### config.mk
export PLATFORM = sky130hd
export DESIGN_NAME = qpvr_top
export DESIGN_NICKNAME = d
export VERILOG_FILES = /design/src/hw/qpvr_pkg.sv /design/src/hw/qpvr_top.sv /design/src/hw/qpvr_cmd_exec.sv
export VERILOG_INCLUDE_DIRS = /design/src /design/src/hw
export SDC_FILE = /design/constraint.sdc
export NUM_CORES = 1
export LEC_CHECK = 0
export BUFFER_PORTS_ARGS = -buffer_cell sky130_fd_sc_hd__buf_2
export CAP_MARGIN = 25
export CORE_MARGIN = 2
export CORE_UTILIZATION = 31
export DETAILED_ROUTE_END_ITERATION = 10
export SYNTH_ARGS = -nofsm -noshare
export SYNTH_HDL_FRONTEND = slang
export SYNTH_SLANG_ARGS = --single-unit
### constraint.sdc
create_clock -name CLOCK_IN -period 16.3 [get_ports CLOCK_IN]
set_input_delay 0.815 -clock CLOCK_IN [delete_from_list [all_inputs] [get_ports CLOCK_IN]]
set_output_delay 0.815 -clock CLOCK_IN [all_outputs]
set_load 0.005 [all_outputs]
### src/hw/qpvr_defines.svh
`ifndef QPVR_DEFINES_SVH
`define QPVR_DEFINES_SVH

// ==========================================================================
// Register map and field layout.
// ==========================================================================
`define QPVR_DATA_W        9
`define QPVR_ADDR_W        4
`define QPVR_LOCATIONS     16
`define QPVR_ADDR_WIPER0   4'h0
`define QPVR_ADDR_WIPER1   4'h1
`define QPVR_ADDR_TCTRL0   4'h4
`define QPVR_ADDR_WIPER2   4'h6
`define QPVR_ADDR_WIPER3   4'h7
`define QPVR_ADDR_TCTRL1   4'ha
`define QPVR_TCTRL_FIXED   8
// Synchronisers start as chip select idle, supply low and reset pin low.
`define QPVR_SYNC_RESET    3'h4

// ==========================================================================
// Codes: defaults, full scale and zero scale.
// ==========================================================================
`define QPVR_MID_8BIT      9'h080
`define QPVR_MID_7BIT      9'h040
`define QPVR_FULL_8BIT     9'h100
`define QPVR_FULL_7BIT     9'h080
`define QPVR_ZERO          9'h000
`define QPVR_TCTRL_RESET   9'h1ff
`define QPVR_ONE           9'h001

`endif

### src/hw/qpvr_pkg.sv
`include "qpvr_defines.svh"

package qpvr_pkg;

    typedef enum logic [1:0] {
        QPVR_OP_WRITE,
        QPVR_OP_INC,
        QPVR_OP_DEC,
        QPVR_OP_READ
    } qpvr_op_t;

    typedef enum logic [1:0] {
        QPVR_KIND_WIPER,
        QPVR_KIND_TCTRL,
        QPVR_KIND_RSVD
    } qpvr_kind_t;

    // One completed serial command, handed over by the serial framer.
    typedef struct packed {
        logic       valid;
        qpvr_op_t   op;
        logic [3:0] addr;
        logic [8:0] data;
    } qpvr_cmd_t;

    typedef struct packed {
        logic       valid;
        logic [8:0] data;
    } qpvr_rd_t;

    function automatic qpvr_kind_t qpvr_decode(input logic [3:0] addr);
        case (addr)
            `QPVR_ADDR_WIPER0,
            `QPVR_ADDR_WIPER1,
            `QPVR_ADDR_WIPER2,
            `QPVR_ADDR_WIPER3:  qpvr_decode = QPVR_KIND_WIPER;
            `QPVR_ADDR_TCTRL0,
            `QPVR_ADDR_TCTRL1:  qpvr_decode = QPVR_KIND_TCTRL;
            default:                qpvr_decode = QPVR_KIND_RSVD;
        endcase
    endfunction

endpackage

### src/hw/qpvr_top.sv
// Summary of operation
// (RULE1) Full scale is 100h, or 80h on 7-bit.
// (RULE2) Reset pin low holds defaults, serial disabled.
// (RULE3) Pull-ups on while supply low or reset.
// (RULE4) Supply rising loads defaults, then enables operation.
// (RULE5) Supply below trip disables serial, ignores commands.
// (RULE6) Brown-out recovery repeats the power-on sequence.
// (RULE7) Sixteen volatile locations, nine bits each.
// (RULE8) Wipers 0,1 at 00h,01h, all commands.
// (RULE9) Wipers 2,3 at 06h,07h, all commands.
// (RULE10) Terminal controls at 04h,0Ah: read, write only.
// (RULE11) Other addresses reserved; every command disallowed.
// (RULE12) Wiper default is mid-scale: 80h or 40h.
// (RULE13) Read data and error flag reach the host.
// (RULE14) Disallowed command sets error; chip-select cycle clears.
// (RULE15) Terminal controls reset to 1FFh, all connected.
// (RULE16) Terminal control applies after its command completes.
// (RULE17) Increment and decrement saturate, never wrap.
`include "qpvr_defines.svh"

module qpvr_top #(
    parameter bit EIGHT_BIT = 1'b1                            // 1: 8-bit, 0: 7-bit
) (
    input  wire logic              CLOCK_IN,                  // 200 MHz clock
    input  wire logic              RST_IN,                    // Async reset, high
    input  wire logic              RESET_N_IN,                // Reset pin, low
    input  wire logic              SUPPLY_OK_IN,              // Supply above trip
    input  wire logic              CS_N_IN,                   // Chip select pin, low
    input  wire qpvr_pkg::qpvr_cmd_t CMD_IN,                  // Completed command
    output logic                   SERIAL_EN_OUT,             // Serial port enabled
    output logic                   PULLUP_EN_OUT,             // Weak pull-ups on
    output logic                   ERROR_OUT,                 // Command error flag
    output qpvr_pkg::qpvr_rd_t     RD_OUT,                    // Read answer
    output logic [3:0][8:0]        WIPER_OUT,                 // Wiper codes 0..3
    output logic [1:0][8:0]        TERM_CTRL_OUT              // Applied term controls
);
    import qpvr_pkg::*;

    // ======================================================================
    // Pin synchronisers.
    // ======================================================================
    logic [2:0] meta_q;
    logic [2:0] meta_d;
    logic [2:0] sync_q;
    logic [2:0] sync_d;
    logic       cs_prev_q;
    logic       cs_prev_d;
    logic       rst_pin_n;
    logic       supply_ok;
    logic       cs_n;

    always_comb begin
        meta_d    = {CS_N_IN, SUPPLY_OK_IN, RESET_N_IN};
        sync_d    = meta_q;
        cs_prev_d = sync_q[2];
    end

    always_ff @(posedge CLOCK_IN or posedge RST_IN) begin
        if (RST_IN) begin
            meta_q    <= `QPVR_SYNC_RESET;
            sync_q    <= `QPVR_SYNC_RESET;
            cs_prev_q <= 1'b1;
        end else begin
            meta_q    <= meta_d;
            sync_q    <= sync_d;
            cs_prev_q <= cs_prev_d;
        end
    end

    assign rst_pin_n = sync_q[0];
    assign supply_ok = sync_q[1];
    assign cs_n      = sync_q[2];

    // ======================================================================
    // Reset sequencing.
    // ======================================================================
    typedef enum logic [1:0] {
        ST_HOLD,
        ST_LOAD,
        ST_RUN
    } qpvr_state_t;

    qpvr_state_t state_q;
    qpvr_state_t state_d;
    logic        hold_cond;

    always_comb begin
        // Either source alone holds the device in its reset state.
        hold_cond = !supply_ok || !rst_pin_n;                          // RULE2 RULE5
        state_d   = state_q;
        case (state_q)
            ST_HOLD: if (!hold_cond) state_d = ST_LOAD;                // RULE4 RULE6
            ST_LOAD: state_d = hold_cond ? ST_HOLD : ST_RUN;           // RULE4
            ST_RUN:  if (hold_cond) state_d = ST_HOLD;                 // RULE5 RULE2
            default: state_d = ST_HOLD;
        endcase
    end

    always_ff @(posedge CLOCK_IN or posedge RST_IN) begin
        if (RST_IN) begin
            state_q <= ST_HOLD;
        end else begin
            state_q <= state_d;
        end
    end

    // ======================================================================
    // Register array and command execution.
    // ======================================================================
    logic [8:0] mem_q [`QPVR_LOCATIONS];
    logic [8:0] mem_d [`QPVR_LOCATIONS];
    logic [8:0] mid_code;
    logic [8:0] full_code;
    logic       exec_allowed;
    logic       exec_update;
    logic [8:0] exec_new;
    logic       run;
    logic       accept;
    logic       err_q;
    logic       err_d;
    qpvr_rd_t   rd_q;
    qpvr_rd_t   rd_d;

    assign mid_code  = EIGHT_BIT ? `QPVR_MID_8BIT : `QPVR_MID_7BIT;    // RULE12
    assign full_code = EIGHT_BIT ? `QPVR_FULL_8BIT : `QPVR_FULL_7BIT;  // RULE1
    assign run       = (state_q == ST_RUN);
    // A pending error blocks further commands until chip select is cycled.
    assign accept    = run && CMD_IN.valid && !err_q;                  // RULE5 RULE14

    qpvr_cmd_exec u_exec (
        .op_in       (CMD_IN.op),
        .addr_in     (CMD_IN.addr),
        .cur_in      (mem_q[CMD_IN.addr]),
        .wdata_in    (CMD_IN.data),
        .full_in     (full_code),
        .allowed_out (exec_allowed),
        .update_out  (exec_update),
        .new_out     (exec_new)
    );

    always_comb begin
        for (int i = 0; i < `QPVR_LOCATIONS; i++) begin
            mem_d[i] = mem_q[i];                                       // RULE7
        end
        rd_d = '{valid: 1'b0, data: `QPVR_ZERO};
        if (!run) begin
            // Defaults are driven through hold and the load step alike.
            for (int i = 0; i < `QPVR_LOCATIONS; i++) begin
                mem_d[i] = `QPVR_ZERO;
            end
            mem_d[`QPVR_ADDR_WIPER0] = mid_code;                       // RULE2 RULE4 RULE12
            mem_d[`QPVR_ADDR_WIPER1] = mid_code;                       // RULE6
            mem_d[`QPVR_ADDR_WIPER2] = mid_code;
            mem_d[`QPVR_ADDR_WIPER3] = mid_code;
            mem_d[`QPVR_ADDR_TCTRL0] = `QPVR_TCTRL_RESET;              // RULE15
            mem_d[`QPVR_ADDR_TCTRL1] = `QPVR_TCTRL_RESET;              // RULE15
        end else if (accept && exec_allowed) begin
            if (exec_update) begin
                mem_d[CMD_IN.addr] = exec_new;
            end
            if (CMD_IN.op == QPVR_OP_READ) begin
                rd_d = '{valid: 1'b1, data: mem_q[CMD_IN.addr]};       // RULE13
            end
        end
    end

    always_comb begin
        err_d = err_q;
        if (!run) begin
            err_d = 1'b0;
        end else begin
            if (cs_n && !cs_prev_q) begin
                err_d = 1'b0;                                          // RULE14
            end
            // A new fault in the clearing cycle still wins.
            if (accept && !exec_allowed) begin
                err_d = 1'b1;                                          // RULE14 RULE10 RULE11
            end
        end
    end

    always_ff @(posedge CLOCK_IN or posedge RST_IN) begin
        if (RST_IN) begin
            for (int i = 0; i < `QPVR_LOCATIONS; i++) begin
                mem_q[i] <= `QPVR_ZERO;
            end
            mem_q[`QPVR_ADDR_WIPER0] <= `QPVR_MID_8BIT;
            mem_q[`QPVR_ADDR_WIPER1] <= `QPVR_MID_8BIT;
            mem_q[`QPVR_ADDR_WIPER2] <= `QPVR_MID_8BIT;
            mem_q[`QPVR_ADDR_WIPER3] <= `QPVR_MID_8BIT;
            mem_q[`QPVR_ADDR_TCTRL0] <= `QPVR_TCTRL_RESET;
            mem_q[`QPVR_ADDR_TCTRL1] <= `QPVR_TCTRL_RESET;
            err_q <= 1'b0;
            rd_q  <= '0;
        end else begin
            mem_q <= mem_d;
            err_q <= err_d;
            rd_q  <= rd_d;
        end
    end

    // ======================================================================
    // Output registers.
    // ======================================================================
    logic [3:0][8:0] wiper_d;
    logic [1:0][8:0] tctrl_d;

    always_comb begin
        wiper_d[0] = mem_q[`QPVR_ADDR_WIPER0];                         // RULE8
        wiper_d[1] = mem_q[`QPVR_ADDR_WIPER1];
        wiper_d[2] = mem_q[`QPVR_ADDR_WIPER2];                         // RULE9
        wiper_d[3] = mem_q[`QPVR_ADDR_WIPER3];
        // Sampled from the stored value, so the network sees it only
        // after the command that wrote it has been fully executed.
        tctrl_d[0] = mem_q[`QPVR_ADDR_TCTRL0];                         // RULE16
        tctrl_d[1] = mem_q[`QPVR_ADDR_TCTRL1];
    end

    always_ff @(posedge CLOCK_IN or posedge RST_IN) begin
        if (RST_IN) begin
            SERIAL_EN_OUT <= 1'b0;
            PULLUP_EN_OUT <= 1'b1;
            ERROR_OUT     <= 1'b0;
            RD_OUT        <= '0;
            WIPER_OUT     <= {4{`QPVR_MID_8BIT}};
            TERM_CTRL_OUT <= {2{`QPVR_TCTRL_RESET}};
        end else begin
            SERIAL_EN_OUT <= run;                                      // RULE2 RULE5
            PULLUP_EN_OUT <= hold_cond;                                // RULE3
            ERROR_OUT     <= err_q;                                    // RULE13
            RD_OUT        <= rd_q;                                     // RULE13
            WIPER_OUT     <= wiper_d;
            TERM_CTRL_OUT <= tctrl_d;
        end
    end

endmodule

### src/hw/qpvr_cmd_exec.sv
`include "qpvr_defines.svh"

module qpvr_cmd_exec
    import qpvr_pkg::*;
(
    input  wire qpvr_pkg::qpvr_op_t op_in,        // Command operation
    input  wire logic [3:0]         addr_in,      // Target location
    input  wire logic [8:0]         cur_in,       // Present register value
    input  wire logic [8:0]         wdata_in,     // Write data
    input  wire logic [8:0]         full_in,      // Full-scale code of variant
    output logic                    allowed_out,  // Command legal at address
    output logic                    update_out,   // Register takes new_out
    output logic [8:0]              new_out       // Next register value
);

    qpvr_kind_t kind;

    always_comb begin
        kind        = qpvr_decode(addr_in);
        allowed_out = 1'b0;
        update_out  = 1'b0;
        new_out     = cur_in;
        case (kind)
            QPVR_KIND_WIPER: begin
                allowed_out = 1'b1;                                    // RULE8 RULE9
                case (op_in)
                    QPVR_OP_WRITE: begin
                        update_out = 1'b1;
                        // Codes past full scale have no tap, so they clamp.
                        new_out = (wdata_in > full_in) ? full_in : wdata_in;
                    end
                    QPVR_OP_INC: begin
                        update_out = 1'b1;
                        if (cur_in < full_in) begin                    // RULE17 RULE1
                            new_out = 9'(cur_in + `QPVR_ONE);
                        end
                    end
                    QPVR_OP_DEC: begin
                        update_out = 1'b1;
                        if (cur_in != `QPVR_ZERO) begin                // RULE17
                            new_out = 9'(cur_in - `QPVR_ONE);
                        end
                    end
                    default: update_out = 1'b0;
                endcase
            end
            QPVR_KIND_TCTRL: begin
                case (op_in)
                    QPVR_OP_WRITE: begin
                        allowed_out = 1'b1;                            // RULE10
                        update_out  = 1'b1;
                        new_out     = wdata_in;
                        new_out[`QPVR_TCTRL_FIXED] = 1'b1;
                    end
                    QPVR_OP_READ: allowed_out = 1'b1;                  // RULE10
                    default:      allowed_out = 1'b0;                  // RULE10
                endcase
            end
            default: allowed_out = 1'b0;                               // RULE11
        endcase
    end

endmodule

## Yosys cells after proc, flatten, opt, wreduce, memory -nomap -nowiden

Cells that the tools add are included.

| storage, ports and cells | value |
|---|---|
| bits in writable memories | 0 |
| flip-flop bits (word level) | 231 |
| word-level logic and storage cells | 111 |
| memories kept | 0 |
| memory bits (read-only) | 0 |
| input bits | 21 |
| bits in latches | 0 |
| output and inout bits | 67 |

| cells by class | value |
|---|---|
| $lt $le $gt $ge | 4 |
| bitwise operators | 1 |
| $mul | 0 |
| muxes and demuxes | 31 |
| reduce and logical (&&, ||, !) cells | 23 |
| shifts and indexed selects | 0 |
| eq/ne operators | 16 |
| add/sub/neg operators | 2 |
| divide/modulo/power cells | 0 |

Operators by type and width:

| kind | number |
|---|---|
| $mux 144 | 3 |
| $bwmux 144 | 1 |
| $mux 9 | 7 |
| $bmux 9 s4 | 1 |
| $demux 9 s4 | 1 |
| $mux 10 | 3 |
| $pmux 9 s3 | 1 |
| $pmux 9 s2 | 1 |
| $eq 4x3->1 const B | 3 |
| $add 9x1->9 const B | 1 |
| $gt 9x9->1 const B | 1 |
| $lt 9x9->1 const B | 1 |
| $reduce_bool 9->1 | 1 |
| $sub 9x1->9 const B | 1 |
| $eq 2x1->1 const B | 3 |
| $eq 2x2->1 const B | 3 |
| $logic_and 1x1->1 | 6 |
| $logic_not 2->1 | 3 |
| $mux 1 | 6 |
| $mux 2 | 3 |
| $ne 2x2->1 const B | 3 |
| $pmux 2 s3 | 1 |
| $ge 5x5->1 const B | 1 |
| $logic_not 1->1 | 5 |
| other kinds (14) | 17 |

## Depth between registers and ports, before layout

| logic depth | value |
|---|---|
| word-level depth | 12 |
| depth in mapped cells | 15 |
| mapped depth without buffers | 11 |

## Hierarchy

A second synthesis with hierarchy kept.

| unflattened totals | value |
|---|---|
| cell total of the unflattened synthesis | 949 |
| area, all modules | 11,305.8 µm² |

Modules (own cells, without submodules):

| module | area an instance (µm²) | times used | seq. area each (µm²) | cells each |
|---|---|---|---|---|
| qpvr_top | 9,641.7 | 1 | 5,840.6 | 711 |
| qpvr_cmd_exec | 1,664.1 | 1 | 0.0 | 238 |

## Worst setup path before layout

OpenSTA, ideal clock, no wires.

| path | value |
|---|---|
| path kind | input to register |
| from | input port CMD_IN[9] (netlist bit) |
| to | register mem_q[131] (netlist bit) |
| slack | 12.702 ns |
| library setup time | 0.133 ns |
| buffers on the path | 3 |
| cell stages on the path | 14 |
| arrival | 3.466 ns |
| required time | 16.167 ns |
| cells stage by stage | buf_6 -> buf_6 -> buf_6 -> mux4_2 -> a22oi_2 -> nand2_2 -> inv_1 -> ha_1 -> inv_1 -> a221oi_4 -> nand3_2 -> and4_4 -> o32ai_4 -> o21ai_1 |

| between the ends | value |
|---|---|
| word-level cells in the longest chain between the ends | 12 |
| elaborated cells on any way between the ends | 39 |
| classes of those cells | 2 x add/sub; 3 x order compare; 8 x eq/ne; 17 x mux; 1 x bitwise; 8 x reduce/logical |

Ends and longest elaborated chain:

| what | RTL line | text |
|---|---|---|
| from (decl) | qpvr_top.sv:29 | `input wire qpvr_pkg::qpvr_cmd_t CMD_IN,` |
| $not 4->5 (not written as such) | qpvr_top.sv:133, qpvr_top.sv:159 |  |
| $bmux 9 s4 | qpvr_top.sv:133 | `.cur_in (mem_q[CMD_IN.addr]),` |
| $mux 9 (not written as such) (2 in series) | qpvr_top.sv:133 |  |
| $sub 9x1->9 (no source line), or another cell as far along | - |  |
| $mux 9 (on tied branches) | qpvr_cmd_exec.sv:40, qpvr_cmd_exec.sv:34 |  |
| $pmux 9 s3 | qpvr_cmd_exec.sv:26 | `case (op_in)` |
| $pmux 9 s2 | qpvr_cmd_exec.sv:23 | `case (kind)` |
| $bwmux 144 | qpvr_top.sv:159 | `mem_d[CMD_IN.addr] = exec_new;` |
| $mux 144 | qpvr_top.sv:158 | `if (exec_update) begin` |
| $mux 144 | qpvr_top.sv:157 | `end else if (accept && exec_allowed) begin` |
| $mux 144 | qpvr_top.sv:146 | `if (!run) begin` |
| to (signal, indexed assignment) | qpvr_top.sv:185 | `` mem_q[i] <= `QPVR_ZERO; `` |
| to (signal, indexed assignment) | qpvr_top.sv:187 | `` mem_q[`QPVR_ADDR_WIPER0] <= `QPVR_MID_8BIT; `` |
| to (signal, indexed assignment) | qpvr_top.sv:188 | `` mem_q[`QPVR_ADDR_WIPER1] <= `QPVR_MID_8BIT; `` |
| to (decl) | qpvr_top.sv:110 | `` logic [8:0] mem_q [`QPVR_LOCATIONS]; `` |

Several ways; a longest one is shown, not always the timed one. The select of a mux whose other input is x is not followed.
A chain may end at the register's enable or synchronous reset.

## Worst setup path after layout

| path | value |
|---|---|
| from | input port CMD_IN[10] (netlist bit) |
| to | register mem_q[86] (netlist bit) |

The elaborated chain is that of the path after synthesis.

==> impl_summary.md <==
Die
The full die area is 0.0323 mm^2. The number of placement rows is 64. The total area inside the core boundary comes to 0.0305 mm^2.

The floorplan die height is 180 um. Once the floorplan was initialized, standard cells occupied 31.4% of the core. 88 I/O pins were placed. The die outline width is 180 um.

Setup path
The launch instance of the worst register-to-register path is mem_q[127]. Counting both buffers and inverters, the worst setup path holds a total of 3. The cell with the largest stage delay on the worst path is sky130_fd_sc_hd__buf_4. Data on the critical path arrives at its endpoint at 4.10 ns. The most critical setup path has its startpoint at CMD_IN[10]. The end point of the critical path is mem_q[86]. The worst setup path category is input pin to flip-flop. The critical path crosses 13 cells after its start point. In this run the worst path has a maximum fanout of 55. At the worst endpoint, the required time is 16.68 ns. The worst setup path is launched from an input pin. On the worst path, the slowest cell contributes a delay of 0.60 ns. STA classifies the critical path endpoint as a flip-flop. Setup slack on the worst reg-to-reg path comes out at 13.20 ns. The signal on the critical path passes through buf_2 -> buf_4 -> mux2_2 -> o22ai_1 -> o21ai_0 -> nand2_1 -> ha_1 -> inv_1 -> a221oi_4 -> nand3_2 -> and4_4 -> o32ai_4 -> o21ai_1. The largest delay contributor family on the critical path is compound AO/OA/AOI/OAI gates. The worst register-to-register path ends at mem_q[86].

Measured in cells, the most critical reg-to-reg path has a length of 11.

Clock network
The root buffer cell is sky130_fd_sc_hd__clkbuf_16. After clock tree synthesis, the flow added hold-fix buffers numbering 0. At the later pin of the worst-skew pair, clock insertion delay measures 0.53 ns. The quantity of gates resized following cts is 0. TritonCTS built the clock tree. For this design, the sink count on the clock tree is 231. After clock tree synthesis, the clock-pin slew on the worst setup and hold paths is 0.06 ns. The total number of H-tree levels is 1.

In this run the post-CTS setup repair buffer count came out at 0. The number of clock buffers inserted by TritonCTS is 25. The buffer levels on the longest clock path is 3.

STA
After layout, the minimum clock period comes to 3.72 ns. On the final layout, the worst clock skew is 0.0253 ns. Setup repair after global routing left no endpoint under its margin. The number of hold violations in the final report is 0.

The final critical-path share of the clock period is 22.8%. The total of endpoints with negative setup slack in the final report is 0. The summed negative setup slack over all endpoints is 0 ns. On the final layout, the worst hold slack is 0.347 ns.

The normalized max-slew margin is 40.8%. For this run, the top clock speed supported by timing is 269 MHz. For the pin with the worst max-slew slack, the measured transition is 0.887 ns. The count of pins over their slew limit is 0.

Synthesis
The number of nets in the synthesized netlist is 784. In this run the biggest area consumer among cell types represents 47.8% of the synthesized area. For this run, the leading register cell type out of synthesis is sky130_fd_sc_hd__dfrtp_1.

The most numerous cell in the Yosys netlist is sky130_fd_sc_hd__dfrtp_1. Counting flops with an async set or reset pin after synthesis yields a share of 100%. By count the netlist is led by 183 x sky130_fd_sc_hd__dfrtp_1, 93 x sky130_fd_sc_hd__and2_1, 48 x sky130_fd_sc_hd__dfstp_2. The mean area per synthesized cell is 12.7 um^2. The instance count of the mapped netlist is 757.

The post-synthesis cell type count is 72. The cell accounting for the most synthesized area is sky130_fd_sc_hd__dfrtp_1. The mapped netlist covers 0.00959 mm^2.

The register bit count reported by yosys is 231. The number of enable flip-flop cells after synthesis is 0. Summing the sequential cell areas from Yosys gives 60.9% of the chip area. The number of warnings reported in the yosys synthesis log is 0. Sorting the synthesized cells by area gives the leading types as sky130_fd_sc_hd__dfrtp_1 48%, sky130_fd_sc_hd__dfstp_2 13%, sky130_fd_sc_hd__mux4_2 6.6%.

Detailed routing
The first-pass iteration count of the detailed router is 5. In the routed layout, each cell is associated on average with a via count of 4.98. Across all layers, the routed design uses 6241 vias. In the final routed layout, each cell accounts on average for 20.4 um.

In this run the remaining antenna-violating nets after routing total 0. The detailed-route wire length is 25500 um. The post-route DRC violation count is 0. The number of design-rule violations left by the first detailed-router iteration is 519.

Final layout
The layout has 2973 filler cells. Compared with the post-synthesis result, the final layout area differs by 17.4%. The footprint of the flip-flops and latches is 0.00584 mm^2. The combined area of the multi-input logic cells is 0.00347 mm^2.

Cells with a size suffix above 1 make up 30.3% of the layout. At the end of the flow, the number of nets in the layout was 863. The number of standard cells in the final layout excluding fillers is 1252.

Status
The flow ran to the end, and the final reports show no timing, DRC or antenna violations.

GRT
Global routing used 15.8% of the available tracks. The maximum number of pins on one net before global-route repair is 99. The first global-routing pass estimated 39700 um of wire. The initial antenna violation count is 2. The number of global-route vias before repair is 6427. The aggregate global routing overflow is 0.

Job
The number of max-cap violations is 0.

Place
In this run the tool buffered the top-level ports with 87 buffer cells. The half-perimeter wire length after placement is 17400 um. At the end of routability-driven placement, the weighted congestion stood at 0.892. After detailed placement, the design holds a cell count of 1205.

Power
VDD sags by at most 0.0749 mV. The ratio of total power to cell area is 113 mW/mm^2. The leakage power summed over all cells is 5.11 nW.

Hold path
The class of the tightest hold or removal check is flip-flop to flip-flop.
==> stage by stage <==
stage / utilization (%) / instance area (um^2) / worst slack (ns) / total power [mW]
2_1_floorplan: - / 9590 / 9.23 / 0.643
3_3_place_gp: 33.9 / 10300 / 12.07 / 0.668
3_5_place_dp: 33.9 / 10300 / 12.01 / 0.668
4_1_cts: 36.9 / 11200 / 12.55 / 1.29
5_1_grt: 36.9 / 11200 / 12.32 / 1.32
6_report: 36.9 / 11300 / 12.58 / 1.27
==> area by class of cell <==
class                      instances  share of cell area [%]
multi-input combinational        471                    30.8
inverter                          13                   0.500
antenna                            2                  0.0445
tap                              396                    4.40
clock inverter                    13                    1.78
clock buffer                      32                    6.24
sequential                       231                    51.9
timing repair buffer              94                    4.34
==> how the worst min path moves through the flow <==
| stage | from | end | depth (start not counted) |
|---|---|---|---|
| global route | rd_q[9] | RD_OUT[9] | 0 |
| detailed placement | rd_q[2] | RD_OUT[2] | 0 |
| floorplan | rd_q[0] | RD_OUT[0] | 0 |
| finish | rd_q[2] | RD_OUT[2] | 0 |
| global placement | meta_q[0] | sync_q[0] | 0 |
| CTS | rd_q[2] | RD_OUT[2] | 0 |
==> layout by cell type, fill, tap and decap left out, types with 26 or more instances in the layout <==
| cell type | Yosys | routed |
|---|---|---|
| sky130_fd_sc_hd__buf_2 | 9 | 87 |
| sky130_fd_sc_hd__nand3_1 | 30 | 30 |
| sky130_fd_sc_hd__a21oi_1 | 40 | 40 |
| sky130_fd_sc_hd__nand2_1 | 41 | 41 |
| sky130_fd_sc_hd__nor2_1 | 26 | 26 |
| sky130_fd_sc_hd__o21ai_1 | 29 | 29 |
| sky130_fd_sc_hd__mux4_2 | 28 | 28 |
| sky130_fd_sc_hd__nor3_1 | 28 | 28 |
| sky130_fd_sc_hd__dfrtp_1 | 183 | 183 |
| sky130_fd_sc_hd__and2_1 | 93 | 93 |
| sky130_fd_sc_hd__dfstp_2 | 48 | 48 |
==> metal layers <==
layer / GRT usage, % / routed length (um) / vias to the layer above
met2: 25.9 / 12100 / 167
li1: - / - / 2839
met3: 3.32 / 1540 / 50
met4: 4.72 / 707 / 0
met5: 0 / 0 / -
met1: 21.1 / 11200 / 3185
==> registers in the layout, indices dropped and copies added, names as in the netlist <==
register	flops
state_q	2
WIPER_OUT	36
SERIAL_EN_OUT	1
meta_q	3
cs_prev_q	1
RD_OUT	10
rd_q	10
PULLUP_EN_OUT	1
TERM_CTRL_OUT	18
err_q	1
sync_q	3
mem_q	144
ERROR_OUT	1
==> cells by family after synthesis <==
group | count (synthesis) | synth area share (%)
and+or+nand+nor | 269 | 15.6
DFF | 231 | 60.9
AOI/OAI and AO/OA | 136 | 9.69
buffers and inverters | 55 | 2.90
muxes | 53 | 9.46
xor gates and xnor gates | 7 | 0.640
adders and majority gates | 6 | 0.783
==> power breakdown <==
part           total, mW  internal, mW  switching (mW)
logic             0.0803        0.0235          0.0568
clock network      0.616         0.384           0.232
registers          0.576         0.576        0.000623
Power figures use the tool's default switching activity.
